**src/rtl/stpwm_consts.svh**
```systemverilog
// Constants for the standard timer PWM, single pulse and capture block.
// Assumes inclusion by bare name from the block's design files.
`ifndef STPWM_CONSTS_SVH
`define STPWM_CONSTS_SVH

// Register byte offsets on APB
`define STPWM_ADDR_W          8
`define STPWM_OFS_ON          8'h00
`define STPWM_OFS_CFG         8'h04
`define STPWM_OFS_CMPA        8'h08
`define STPWM_OFS_CMPP        8'h0c
`define STPWM_OFS_COUNT       8'h10

// Counter-on register field
`define STPWM_ON_BIT          0

// Configuration register fields
`define STPWM_CFG_MODE_HI     7
`define STPWM_CFG_MODE_LO     6
`define STPWM_CFG_PINF_HI     5
`define STPWM_CFG_PINF_LO     4
`define STPWM_CFG_LEVEL_BIT   3
`define STPWM_CFG_INV_BIT     2
`define STPWM_CFG_SWAP_BIT    1
`define STPWM_CFG_CLRSEL_BIT  0
`define STPWM_CFG_W           8

// Reset values
`define STPWM_RST_CFG         8'h00
`define STPWM_RST_CMPA        16'h0000
`define STPWM_RST_CMPP        8'h00
`define STPWM_RST_COUNT       16'h0000

// Compare P is matched against the upper counter byte
`define STPWM_P_LOW_FILL      8'h00
`define STPWM_CNT_ONE         16'h0001
`define STPWM_DUTY_FULL       17'h10000

`endif

```
**src/rtl/stpwm_pkg.sv**
```systemverilog
// Types shared by the standard timer PWM, single pulse and capture block.
// Assumes no surroundings beyond the design files that import it.
package stpwm_pkg;

  typedef enum logic [1:0] {
    STPWM_MODE_COMPARE = 2'b00,
    STPWM_MODE_CAPTURE = 2'b01,
    STPWM_MODE_PWM     = 2'b10,
    STPWM_MODE_TIMER   = 2'b11
  } stpwm_mode_t;

  typedef enum logic [1:0] {
    STPWM_PIN_00 = 2'b00,
    STPWM_PIN_01 = 2'b01,
    STPWM_PIN_10 = 2'b10,
    STPWM_PIN_11 = 2'b11
  } stpwm_pinf_t;

endpackage

```
**src/rtl/stpwm_edge_sync.sv**
```systemverilog
// Two-stage synchroniser with rise and fall pulse detection for one pin.
// Assumes the pin is asynchronous to pclk; pulses are one pclk wide.
`timescale 1ns/100ps
module stpwm_edge_sync (
  input  wire logic pclk,
  input  wire logic presetn,
  input  wire logic pin_in,
  output logic      rise_pulse,
  output logic      fall_pulse
);
  import stpwm_pkg::*;

  logic meta_r;
  logic sync_r;
  logic prev_r;
  logic meta_nxt;
  logic sync_nxt;
  logic prev_nxt;

  always_comb begin
    meta_nxt = pin_in;
    sync_nxt = meta_r;
    prev_nxt = sync_r;
  end

  always_ff @(posedge pclk or negedge presetn) begin
    if (!presetn) begin
      meta_r <= 1'b0;
      sync_r <= 1'b0;
      prev_r <= 1'b0;
    end else begin
      meta_r <= meta_nxt;
      sync_r <= sync_nxt;
      prev_r <= prev_nxt;
    end
  end

  // Edges seen only after the second stage, once per transition
  assign rise_pulse = sync_r & ~prev_r;
  assign fall_pulse = ~sync_r & prev_r;

endmodule

```
**src/rtl/stpwm_timer.sv**
```systemverilog
// Standard timer block: edge-aligned PWM, single pulse and capture modes, APB registers.
// Assumes an APB master on pclk, a timer_tick strobe from the clock prescaler,
// and an interrupt controller that accepts the one-cycle timer_irq pulse.
`timescale 1ns/100ps
`include "stpwm_consts.svh"
module stpwm_timer #(
  parameter int CNT_W = 16,
  parameter int P_W   = 8
) (
  input  wire logic                     pclk,
  input  wire logic                     presetn,
  input  wire logic                     psel,
  input  wire logic                     penable,
  input  wire logic                     pwrite,
  input  wire logic [`STPWM_ADDR_W-1:0] paddr,
  input  wire logic [31:0]              pwdata,
  output logic      [31:0]              prdata,
  output logic                          pready,
  output logic                          pslverr,
  input  wire logic                     timer_tick,
  input  wire logic                     ext_clock_trigger_pin,
  input  wire logic                     capture_input_pin,
  output logic                          pulse_out,
  output logic                          pulse_out_en_n,
  output logic                          timer_irq
);
  import stpwm_pkg::*;

  // Register state
  logic                     counter_on_r;
  logic                     counter_on_nxt;
  logic [`STPWM_CFG_W-1:0]  cfg_r;
  logic [`STPWM_CFG_W-1:0]  cfg_nxt;
  logic [CNT_W-1:0]         compare_a_value_r;
  logic [CNT_W-1:0]         compare_a_value_nxt;
  logic [P_W-1:0]           compare_p_value_r;
  logic [P_W-1:0]           compare_p_value_nxt;
  logic [CNT_W-1:0]         count_r;
  logic [CNT_W-1:0]         count_nxt;
  logic [31:0]              prdata_r;
  logic [31:0]              prdata_nxt;
  logic                     pulse_out_r;
  logic                     pulse_out_nxt;
  logic                     pulse_out_en_n_r;
  logic                     pulse_out_en_n_nxt;
  logic                     timer_irq_r;
  logic                     timer_irq_nxt;

  // Decoded fields
  stpwm_mode_t              mode_sel;
  stpwm_pinf_t              pin_function;
  logic                     mode_select_hi;
  logic                     mode_select_lo;
  logic                     pin_function_hi;
  logic                     pin_function_lo;
  logic                     output_level_ctl;
  logic                     output_invert;
  logic                     pwm_role_swap;
  logic                     clear_source_select;

  // Bus decode
  logic                     setup_ph;
  logic                     wr_acc;
  logic                     addr_ok;
  logic                     wr_on;
  logic                     wr_cfg;
  logic                     wr_cmpa;
  logic                     wr_cmpp;

  // Timer datapath
  logic                     on_rise;
  logic                     run_step;
  logic [CNT_W-1:0]         a_last;
  logic [CNT_W-1:0]         p_last;
  logic                     a_match;
  logic                     p_match;
  logic [CNT_W:0]           duty_len;
  logic                     pwm_raw;
  logic                     mode_pwm;
  logic                     mode_pulse;
  logic                     mode_cap;
  logic                     trig_rise;
  logic                     cap_rise;
  logic                     cap_fall;
  logic                     cap_hit;
  logic                     active_lvl;
  logic                     out_level;

  // Input synchronisers for the two pins
  stpwm_edge_sync u_trig_sync (
    .pclk       (pclk),
    .presetn    (presetn),
    .pin_in     (ext_clock_trigger_pin),
    .rise_pulse (trig_rise),
    .fall_pulse ()
  );

  stpwm_edge_sync u_cap_sync (
    .pclk       (pclk),
    .presetn    (presetn),
    .pin_in     (capture_input_pin),
    .rise_pulse (cap_rise),
    .fall_pulse (cap_fall)
  );

  assign mode_select_hi      = cfg_r[`STPWM_CFG_MODE_HI];
  assign mode_select_lo      = cfg_r[`STPWM_CFG_MODE_LO];
  assign pin_function_hi     = cfg_r[`STPWM_CFG_PINF_HI];
  assign pin_function_lo     = cfg_r[`STPWM_CFG_PINF_LO];
  assign output_level_ctl    = cfg_r[`STPWM_CFG_LEVEL_BIT];
  assign output_invert       = cfg_r[`STPWM_CFG_INV_BIT];
  assign pwm_role_swap       = cfg_r[`STPWM_CFG_SWAP_BIT];
  assign clear_source_select = cfg_r[`STPWM_CFG_CLRSEL_BIT];
  assign mode_sel            = stpwm_mode_t'({mode_select_hi, mode_select_lo});
  assign pin_function        = stpwm_pinf_t'({pin_function_hi, pin_function_lo});

  // Mode decode; software keeps pin function 11 for single pulse
  assign mode_pwm   = (mode_sel == STPWM_MODE_PWM) && (pin_function != STPWM_PIN_11);
  assign mode_pulse = (mode_sel == STPWM_MODE_PWM) && (pin_function == STPWM_PIN_11);
  assign mode_cap   = (mode_sel == STPWM_MODE_CAPTURE);

  // APB decode: zero wait states, error on unmapped offsets
  assign setup_ph = psel & ~penable;
  assign wr_acc   = psel & penable & pwrite;
  assign addr_ok  = (paddr == `STPWM_OFS_ON) || (paddr == `STPWM_OFS_CFG) ||
                    (paddr == `STPWM_OFS_CMPA) || (paddr == `STPWM_OFS_CMPP) ||
                    (paddr == `STPWM_OFS_COUNT);
  assign wr_on    = wr_acc && (paddr == `STPWM_OFS_ON);
  assign wr_cfg   = wr_acc && (paddr == `STPWM_OFS_CFG);
  assign wr_cmpa  = wr_acc && (paddr == `STPWM_OFS_CMPA);
  assign wr_cmpp  = wr_acc && (paddr == `STPWM_OFS_CMPP);
  assign pready   = 1'b1;
  assign pslverr  = psel & penable & ~addr_ok;
  assign prdata   = prdata_r;

  // Counter-on edge and stepping
  // The rise is taken from the next value, so the count is already zero at the
  // edge where counter-on goes high and the first period or pulse is exact
  assign on_rise  = counter_on_nxt & ~counter_on_r;
  assign run_step = counter_on_r & timer_tick;

  // Last count of a compare window; a zero setting gives the full 65536 span
  assign a_last  = compare_a_value_r - `STPWM_CNT_ONE;
  // Compare P sees only the upper byte, so its windows are multiples of 256
  assign p_last  = {compare_p_value_r, `STPWM_P_LOW_FILL} - `STPWM_CNT_ONE;
  // Matches are qualified by a step, so a stopped counter raises none
  assign a_match = run_step && (count_r == a_last);
  assign p_match = run_step && (count_r == p_last);

  // Duty length from the compare that is not the period
  always_comb begin
    duty_len = {1'b0, compare_a_value_r};
    if (pwm_role_swap) begin
      if (compare_p_value_r == {P_W{1'b0}}) begin
        duty_len = `STPWM_DUTY_FULL;
      end else begin
        duty_len = {1'b0, compare_p_value_r, `STPWM_P_LOW_FILL};
      end
    end
  end

  // Duty at or above the period keeps the comparison true all period
  assign pwm_raw = ({1'b0, count_r} < duty_len);

  // Capture edge selection
  always_comb begin
    cap_hit = 1'b0;
    unique case (pin_function)
      STPWM_PIN_00: cap_hit = cap_rise;
      STPWM_PIN_01: cap_hit = cap_fall;
      STPWM_PIN_10: cap_hit = cap_rise | cap_fall;
      STPWM_PIN_11: cap_hit = 1'b0;
    endcase
  end

  // Register writes and counter-on control
  // Later assignments take priority over earlier ones
  always_comb begin
    cfg_nxt             = cfg_r;
    compare_p_value_nxt = compare_p_value_r;
    compare_a_value_nxt = compare_a_value_r;
    counter_on_nxt      = counter_on_r;
    if (wr_cfg) begin
      cfg_nxt = pwdata[`STPWM_CFG_W-1:0];
    end
    if (wr_cmpp) begin
      compare_p_value_nxt = pwdata[P_W-1:0];
    end
    if (wr_cmpa) begin
      compare_a_value_nxt = pwdata[CNT_W-1:0];
    end
    // Capture beats a same-cycle software write
    if (mode_cap && counter_on_r && cap_hit) begin
      compare_a_value_nxt = count_r;
    end
    if (wr_on) begin
      counter_on_nxt = pwdata[`STPWM_ON_BIT];
    end
    // Compare A ends the pulse by clearing counter-on
    if (mode_pulse && a_match) begin
      counter_on_nxt = 1'b0;
    end
    // External trigger sets counter-on and wins over any clear
    if (mode_pulse && trig_rise && !counter_on_r) begin
      counter_on_nxt = 1'b1;
    end
  end

  // Counter
  // A stopped counter keeps its value until the next counter-on rise
  always_comb begin
    count_nxt = count_r;
    if (on_rise) begin
      // Counting restarts from zero on every counter-on rise
      count_nxt = `STPWM_RST_COUNT;
    end else if (run_step) begin
      count_nxt = count_r + `STPWM_CNT_ONE;
      if (mode_pwm) begin
        // Period comparator chosen by role swap alone; clear select ignored
        if (pwm_role_swap ? a_match : p_match) begin
          count_nxt = `STPWM_RST_COUNT;
        end
      end else if (mode_cap) begin
        // Compare P bounds the free-running count
        if (p_match) begin
          count_nxt = `STPWM_RST_COUNT;
        end
      end else if (mode_pulse) begin
        // No clear at pulse end; compare P and swap unused
        count_nxt = count_r + `STPWM_CNT_ONE;
      end
    end
  end

  // Interrupt request pulse
  always_comb begin
    timer_irq_nxt = 1'b0;
    if (mode_pwm) begin
      timer_irq_nxt = a_match | p_match;
    end else if (mode_pulse) begin
      timer_irq_nxt = a_match;
    end else if (mode_cap) begin
      timer_irq_nxt = p_match | (counter_on_r & cap_hit);
    end
  end

  // Output pin
  assign active_lvl = output_level_ctl;
  always_comb begin
    out_level          = ~active_lvl;
    pulse_out_en_n_nxt = 1'b1;
    if (mode_pwm) begin
      pulse_out_en_n_nxt = 1'b0;
      // Forced levels leave the counter and comparators running
      unique case (pin_function)
        STPWM_PIN_00: out_level = ~active_lvl;
        STPWM_PIN_01: out_level = active_lvl;
        STPWM_PIN_10: out_level = (counter_on_r & pwm_raw) ? active_lvl : ~active_lvl;
        STPWM_PIN_11: out_level = ~active_lvl;
      endcase
    end else if (mode_pulse) begin
      pulse_out_en_n_nxt = 1'b0;
      // Pulse is active exactly while counter-on is high
      out_level = counter_on_nxt ? active_lvl : ~active_lvl;
    end
    // Capture and other modes leave the pin undriven
    pulse_out_nxt = pulse_out_en_n_nxt ? 1'b0 : (out_level ^ output_invert);
  end

  // Read data captured in the setup phase
  always_comb begin
    prdata_nxt = prdata_r;
    if (setup_ph) begin
      prdata_nxt = 32'h0000_0000;
      if (paddr == `STPWM_OFS_ON) begin
        prdata_nxt[`STPWM_ON_BIT] = counter_on_r;
      end else if (paddr == `STPWM_OFS_CFG) begin
        prdata_nxt[`STPWM_CFG_W-1:0] = cfg_r;
      end else if (paddr == `STPWM_OFS_CMPA) begin
        prdata_nxt[CNT_W-1:0] = compare_a_value_r;
      end else if (paddr == `STPWM_OFS_CMPP) begin
        prdata_nxt[P_W-1:0] = compare_p_value_r;
      end else if (paddr == `STPWM_OFS_COUNT) begin
        prdata_nxt[CNT_W-1:0] = count_r;
      end
    end
  end

  always_ff @(posedge pclk or negedge presetn) begin
    if (!presetn) begin
      counter_on_r      <= 1'b0;
      cfg_r             <= `STPWM_RST_CFG;
      compare_a_value_r <= `STPWM_RST_CMPA;
      compare_p_value_r <= `STPWM_RST_CMPP;
      count_r           <= `STPWM_RST_COUNT;
      prdata_r          <= 32'h0000_0000;
      pulse_out_r       <= 1'b0;
      pulse_out_en_n_r  <= 1'b1;
      timer_irq_r       <= 1'b0;
    end else begin
      counter_on_r      <= counter_on_nxt;
      cfg_r             <= cfg_nxt;
      compare_a_value_r <= compare_a_value_nxt;
      compare_p_value_r <= compare_p_value_nxt;
      count_r           <= count_nxt;
      prdata_r          <= prdata_nxt;
      pulse_out_r       <= pulse_out_nxt;
      pulse_out_en_n_r  <= pulse_out_en_n_nxt;
      timer_irq_r       <= timer_irq_nxt;
    end
  end

  assign pulse_out      = pulse_out_r;
  assign pulse_out_en_n = pulse_out_en_n_r;
  assign timer_irq      = timer_irq_r;

endmodule
```
**config.mk**
```make
export PLATFORM = sky130hd
export DESIGN_NAME = stpwm_timer
export DESIGN_NICKNAME = d
export VERILOG_FILES = /design/src/rtl/stpwm_pkg.sv /design/src/rtl/stpwm_edge_sync.sv /design/src/rtl/stpwm_timer.sv
export VERILOG_INCLUDE_DIRS = /design/src /design/src/rtl
export SDC_FILE = /design/constraint.sdc
export NUM_CORES = 1
export LEC_CHECK = 0
export BUFFER_PORTS_ARGS = -buffer_cell sky130_fd_sc_hd__buf_4
export CELL_PAD_IN_SITES_DETAIL_PLACEMENT = 0
export CELL_PAD_IN_SITES_GLOBAL_PLACEMENT = 1
export CORE_MARGIN = 2
export CORE_UTILIZATION = 48
export CTS_BUF_LIST = sky130_fd_sc_hd__clkbuf_4
export DETAILED_ROUTE_END_ITERATION = 12
export GPL_ROUTABILITY_DRIVEN = 0
export PLACE_DENSITY_LB_ADDON = 0.1
export RECOVER_POWER = 50
export SLEW_MARGIN = 0
export SYNTH_ARGS = -nofsm -noshare
export SYNTH_HDL_FRONTEND = slang
export SYNTH_SLANG_ARGS = --single-unit
```
**constraint.sdc**
```tcl
create_clock -name pclk -period 5.38 [get_ports pclk]
set_input_delay 0.538 -clock pclk [delete_from_list [all_inputs] [get_ports pclk]]
set_output_delay 0.538 -clock pclk [all_outputs]
set_load 0.05 [all_outputs]
```
==> results of run 1 <==
## registers in the layout, indices dropped and copies added (netlist names)
signal and flops:
compare_a_value_r 16, count_r 16, prdata 16, cfg_r 8
compare_p_value_r 8, counter_on_r 1, pulse_out 1, pulse_out_en_n 1
timer_irq 1, u_cap_sync.meta_r 1, u_cap_sync.prev_nxt 1, u_cap_sync.prev_r 1
u_trig_sync.meta_r 1, u_trig_sync.prev_nxt 1, u_trig_sync.prev_r 1
## cells by family after synthesis
family                   Yosys count  synth area share [%]
multiplexers                      45                  8.71
AND/OR/NAND/NOR                  219                  21.2
adder cells (fa/ha/maj)           24                  5.52
other                              2                 0.138
XOR/XNOR                          30                  4.83
AO/OA/AOI/OAI                    133                  17.7
buffers and inverters             91                  7.82
flip-flops                        74                  34.1
## Yosys cell counts, types with 5 or more instances
master | n | area share [%]
o21ai_0 | 47 | 4.3
o221ai_1 | 7 | 1.1
nor4_1 | 6 | 0.69
nor2_1 | 34 | 2.3
xor2_1 | 10 | 1.6
nand4_1 | 11 | 1.3
clkbuf_1 | 35 | 2.4
nor2b_1 | 5 | 0.57
inv_1 | 31 | 2.1
and2_1 | 5 | 0.57
xnor2_1 | 20 | 3.2
nand2_1 | 64 | 4.4
o21ai_1 | 6 | 0.55
nor3_1 | 20 | 1.8
ha_1 | 24 | 5.5
o31ai_1 | 8 | 1.1
a21o_1 | 5 | 0.69
buf_4 | 17 | 2.3
and3_1 | 7 | 0.80
nand3_1 | 20 | 1.8
nand2b_1 | 14 | 1.6
or2_2 | 5 | 0.57
mux2i_1 | 26 | 4.8
a22oi_1 | 8 | 1.1
dfrtp_1 | 73 | 34
mux2_2 | 19 | 3.9
o211ai_1 | 6 | 0.83
a21oi_1 | 12 | 1.1
## worst reg2reg max path, delay by kind of cell, from the launching register on
family,cells,cell delay (ns)
buffers and inverters,1,0.17
XOR/XNOR,1,0.21
adder cells (fa/ha/maj),1,0.22
AO/OA/AOI/OAI,1,0.18
AND/OR/NAND/NOR,6,2.37
flip-flops,1,0.52
## final timing paths
path / startpoint / to / cells past startpoint
setup / recovery: compare_a_value_r[0] / count_r[5] / 10
hold / removal: capture_input_pin / u_cap_sync.meta_r / 1
setup reg to reg: compare_a_value_r[0] / count_r[5] / 10
hold reg to reg: u_cap_sync.meta_r / u_cap_sync.prev_nxt / 0
max in group asynchronous: presetn / count_r[15] / 1
min in group asynchronous: presetn / compare_a_value_r[13] / 1
## layout make-up
class / count / share of cell area [%]
Clock buffer: 9 / 1.14
Clock inverter: 7 / 1.71
Inverter: 31 / 1.97
Multi-Input combinational cell: 468 / 54.6
Sequential cell: 74 / 31.3
Tap cell: 140 / 2.96
Timing Repair Buffer: 52 / 6.34
## power by group
part           switching (mW)  internal (mW)  total, mW
clock                   0.234          0.191      0.425
sequential              0.143          0.604      0.748
combinational           0.211          0.162      0.373
total                   0.588          0.957       1.54
## metal layers
metal	wire length, um	global-route usage [%]	vias up
met1	6700	33.2	2206
met5	0	0	-
met2	6320	34.8	123
met3	653	4.01	25
li1	-	-	2202
met4	374	10.0	0
## per-stage QoR
step,setup slack (ns),instances
finish,1.59,781
global route,0.849,781
CTS,1.61,781
detailed placement,1.64,765
global placement,1.72,765
floorplan,2.33,633
==> results.sh, run 1 <==
export IMPL_crit_buf_inv=1
export IMPL_fp_dieArea_um2=12200
export IMPL_setup_worst_path_class="register to register"
export IMPL_reg2reg_slack_ns=1.59
export IMPL_final_seq_area_um2=1850
export IMPL_cts_resized=0
export IMPL_area_growth_syn_to_layout_pct=8.78
export IMPL_cts_root_buf="clkbuf_4"
export IMPL_critPathMaxFanout=15
export IMPL_hpwl_um=10500
export IMPL_tightestPinTransition_ns=4.06
export IMPL_finalSetupViolCount=0
export IMPL_drt_pass1_iter_count=5
export IMPL_hold_path_class="primary input to register"
export IMPL_fin_crit_ns=3.79
export IMPL_ys_ff_latch=74
export IMPL_p_per_area_nw_per_um2=261
export IMPL_status="finished with violations"
export IMPL_power_leakage_nw=2.65
export IMPL_via_per_inst=5.83
export IMPL_final_common_cell="dfrtp_1"
export IMPL_synth_seq_area_share_pct=34.1
export IMPL_max_cap_viol_count=1
export IMPL_crit_slowest_cell="nand4_1"
export IMPL_cp_start_kind="register"
export IMPL_cts_htree_levels=3
export IMPL_synthesis_instances=618
export IMPL_layout_common_cells="73 x dfrtp_1, 64 x nand2_1, 47 x o21ai_0"
export IMPL_antenna_cells=0
export IMPL_io_buffer_count=51
export IMPL_finish_utilization_pct=54.1
export IMPL_synthArstFlopShare_pct=100
export IMPL_synth_edf_count=0
export IMPL_cts_buffers=9
export IMPL_ys_types=75
export IMPL_first_iter_violations=261
export IMPL_drive_gt1_share_pct=17.5
export IMPL_antenna_found_initial=0
export IMPL_wl_per_cell_um=18.0
export IMPL_rsz0062_at_grt="false"
export IMPL_die_height_um=110
export IMPL_fmax_ghz=0.264
export IMPL_coreArea_um2=10900
export IMPL_clock_latency_ns=0.47
export IMPL_routed_wl_um=14000
export IMPL_fin_area_um2=5920
export IMPL_crit_family="simple AND/OR/NAND/NOR gates"
export IMPL_hold_viol=0
export IMPL_grt_start_max_net_pins=75
export IMPL_track_usage_pct=23.3
export IMPL_clkTransAtPathRegs_ns=0.13
export IMPL_p_total_mw=1.54
export IMPL_layout_worst_path_cycle_share_pct=70.4
export IMPL_cts_buffer_depth=2
export IMPL_grt_pass1_vias=4306
export IMPL_rows=38
export IMPL_fin_hold_ws_ns=0.195
export IMPL_place_area_um2=5770
export IMPL_critPathRequiredTime_ns=5.71
export IMPL_fill_cells=1044
export IMPL_pin_count=85
export IMPL_irDropWorstVdd_v=0.000244
export IMPL_relSlewSlack_pct=-171
export IMPL_netlist_area_um2=5440
export IMPL_maxSlewViolCount=75
export IMPL_failed_checks="max-capacitance violations, max-slew violations"
export IMPL_syn_avg_cell_area_um2=8.80
export IMPL_floorplan_initialDensity_pct=49.8
export IMPL_yosysWarnings=0
export IMPL_gr_total_overflow=0
export IMPL_multi_input_area_um2=3230
export IMPL_fin_setup_tns_ns=0
export IMPL_antenna_left=0
export IMPL_cts_tree="done"
export IMPL_drc=0
export IMPL_nets=708
export IMPL_finalClockSkew_ns=0.0132
export IMPL_synthFlopType="dfrtp_1"
export IMPL_slowest_delay_ns=0.63
export IMPL_cts_hold_buf=0
export IMPL_arrival_ns=4.12
export IMPL_post_cts_setup_buffers=0
export IMPL_worstPathCellList="inv_1, ha_1, or4b_4, nor3_1, xnor2_1, nand3_1, nor4bb_1, nand4_1, nand2_2, o221ai_1"
export IMPL_endpoint_kind="register"
export IMPL_die_x_um=110
export IMPL_grt_first_pass_wirelength_um=22700
export IMPL_num_vias=4556
export IMPL_cts_sinks=74
Note: power is estimated with default switching activity, not from simulation.
==> inputs of run 2 (changes only) <==
- CORE_UTILIZATION: 48 -> 45
- clock period: 5.38 -> 3.7 ns (I/O delays scaled with it)
==> run 2 against run 1 <==
The flow still finishes with violations (max-capacitance violations, max-slew violations). Clock power increased by 38%. Utilization down 3.1 points. Non-clock buffer count is 21 higher. Critical path depth increased by 1. Critical endpoint is now count_r[6]. Largest power group unchanged.
==> results.sh, run 2 (same netlist as run 1, synthesis figures left out) <==
export IMPL_final_common_cell="dfrtp_1"
export IMPL_drive_gt1_share_pct=19.6
export IMPL_critPathMaxFanout=16
export IMPL_track_usage_pct=23.6
export IMPL_layout_common_cells="73 x dfrtp_1, 65 x buf_4, 64 x nand2_1"
export IMPL_hold_viol=0
export IMPL_critPathRequiredTime_ns=4.07
export IMPL_endpoint_kind="register"
export IMPL_p_per_area_nw_per_um2=368
export IMPL_drc=0
export IMPL_num_vias=4562
export IMPL_fin_crit_ns=3.44
export IMPL_fmax_ghz=0.291
export IMPL_fin_area_um2=6080
export IMPL_cts_root_buf="clkbuf_4"
export IMPL_die_height_um=114
export IMPL_fin_setup_tns_ns=0
export IMPL_grt_pass1_vias=4489
export IMPL_r2r_cells=11
export IMPL_max_cap_viol_count=1
export IMPL_wl_per_cell_um=18.0
export IMPL_cts_buffers=9
export IMPL_gr_total_overflow=0
export IMPL_io_buffer_count=51
export IMPL_area_growth_syn_to_layout_pct=11.7
export IMPL_arrival_ns=3.80
export IMPL_hold_path_class="primary input to register"
export IMPL_cp_start_kind="register"
export IMPL_setup_worst_path_class="register to register"
export IMPL_finalSetupViolCount=0
export IMPL_pin_count=85
export IMPL_cts_buffer_depth=2
export IMPL_maxSlewViolCount=75
export IMPL_min_delay_path_depth=2
export IMPL_clkTransAtPathRegs_ns=0.13
export IMPL_cts_tree="done"
export IMPL_tightestPinTransition_ns=1.91
export IMPL_first_iter_violations=319
export IMPL_status="finished with violations"
export IMPL_fp_dieArea_um2=13000
export IMPL_layout_worst_path_cycle_share_pct=92.9
export IMPL_place_area_um2=5920
export IMPL_coreArea_um2=11900
export IMPL_relSlewSlack_pct=-27.6
export IMPL_antenna_cells=0
export IMPL_antenna_found_initial=0
export IMPL_cts_hold_buf=2
export IMPL_power_leakage_nw=2.75
export IMPL_floorplan_initialDensity_pct=45.7
export IMPL_clock_latency_ns=0.45
export IMPL_hpwl_um=11000
export IMPL_routed_wl_um=14600
export IMPL_nets=729
export IMPL_die_x_um=114
export IMPL_cts_resized=0
export IMPL_irDropWorstVdd_v=0.000259
export IMPL_via_per_inst=5.64
export IMPL_cts_sinks=74
export IMPL_grt_first_pass_wirelength_um=23700
export IMPL_drt_pass1_iter_count=5
export IMPL_grt_start_max_net_pins=75
export IMPL_rsz0062_at_grt="false"
export IMPL_failed_checks="max-capacitance violations, max-slew violations"
export IMPL_cts_htree_levels=3
export IMPL_rows=40
export IMPL_antenna_left=0
export IMPL_post_cts_setup_buffers=0
export IMPL_finalClockSkew_ns=0.0155
run 2: cell types whose count changed in the layout (fill, tap and decap cells not counted), sizes merged:
| cell | before | now |
|---|---|---|
| clkbuf | 15 | 16 |
| clkinvlp | 2 | 0 |
| clkinv | 2 | 4 |
| buf | 46 | 65 |
| dlygate4sd3 | 0 | 2 |
| inv | 32 | 31 |
run 2: path summary, 6_finish.rpt:
check / end / from / slack (ns)
min reg2reg: u_trig_sync.prev_nxt / u_trig_sync.meta_r / 0.36
max: count_r[6] / compare_a_value_r[0] / 0.26
min in group asynchronous: prdata[12] / presetn / 0.45
min: compare_p_value_r[5] / pwdata[5] / 0.17
max in group asynchronous: u_trig_sync.meta_r / presetn / 2.14
max reg2reg: count_r[6] / compare_a_value_r[0] / 0.26
run 2: where the power goes:
group | leakage [nW] | switching, mW | internal, mW | total [mW]
clock network | 0.0854 | 0.311 | 0.277 | 0.588
registers | 0.920 | 0.182 | 0.879 | 1.06
logic | 1.75 | 0.338 | 0.251 | 0.589
total | 2.75 | 0.832 | 1.41 | 2.24
run 2: layout make-up:
class / instances / area [um^2]
fill: 1137 / 5830
multi-input combinational: 468 / 3230
sequential: 74 / 1850
timing repair buffer: 73 / 539
tap: 147 / 184
inverter: 31 / 116
clock inverter: 6 / 81.3
clock buffer: 10 / 75.1
run 2: metrics by stage:
stage                     utilization (%)  instances  power [mW]  hold WS, ns  setup WS, ns
after floorplan                         -        633        1.48       0.0744         0.651
after global placement               49.7        791        1.64        0.332         0.282
after detailed placement             49.7        791        1.67        0.335         0.277
after CTS                            51.2        809        2.27       0.0742         0.232
after global routing                 51.0        809        2.39        0.143        0.0512
final                                51.0        809        2.24        0.171         0.262
run 2: metal layers:
metal	wire length, um	track usage, %	vias to the layer above
met5	0	0	-
met4	320	9.51	0
met3	677	4.46	24
met2	6520	36.2	103
met1	7080	33.0	2181
li1	-	-	2254
run 2: critical path, cell delays in order (launching register included):
cell and delay, ns:
dfrtp_1 0.51, inv_1 0.14, ha_1 0.22, or4b_4 0.54
nor4_4 0.32, mux2i_1 0.34, o31ai_4 0.13, a2111oi_4 0.41
a31o_2 0.25, a31oi_4 0.08, buf_4 0.21, o221ai_1 0.19
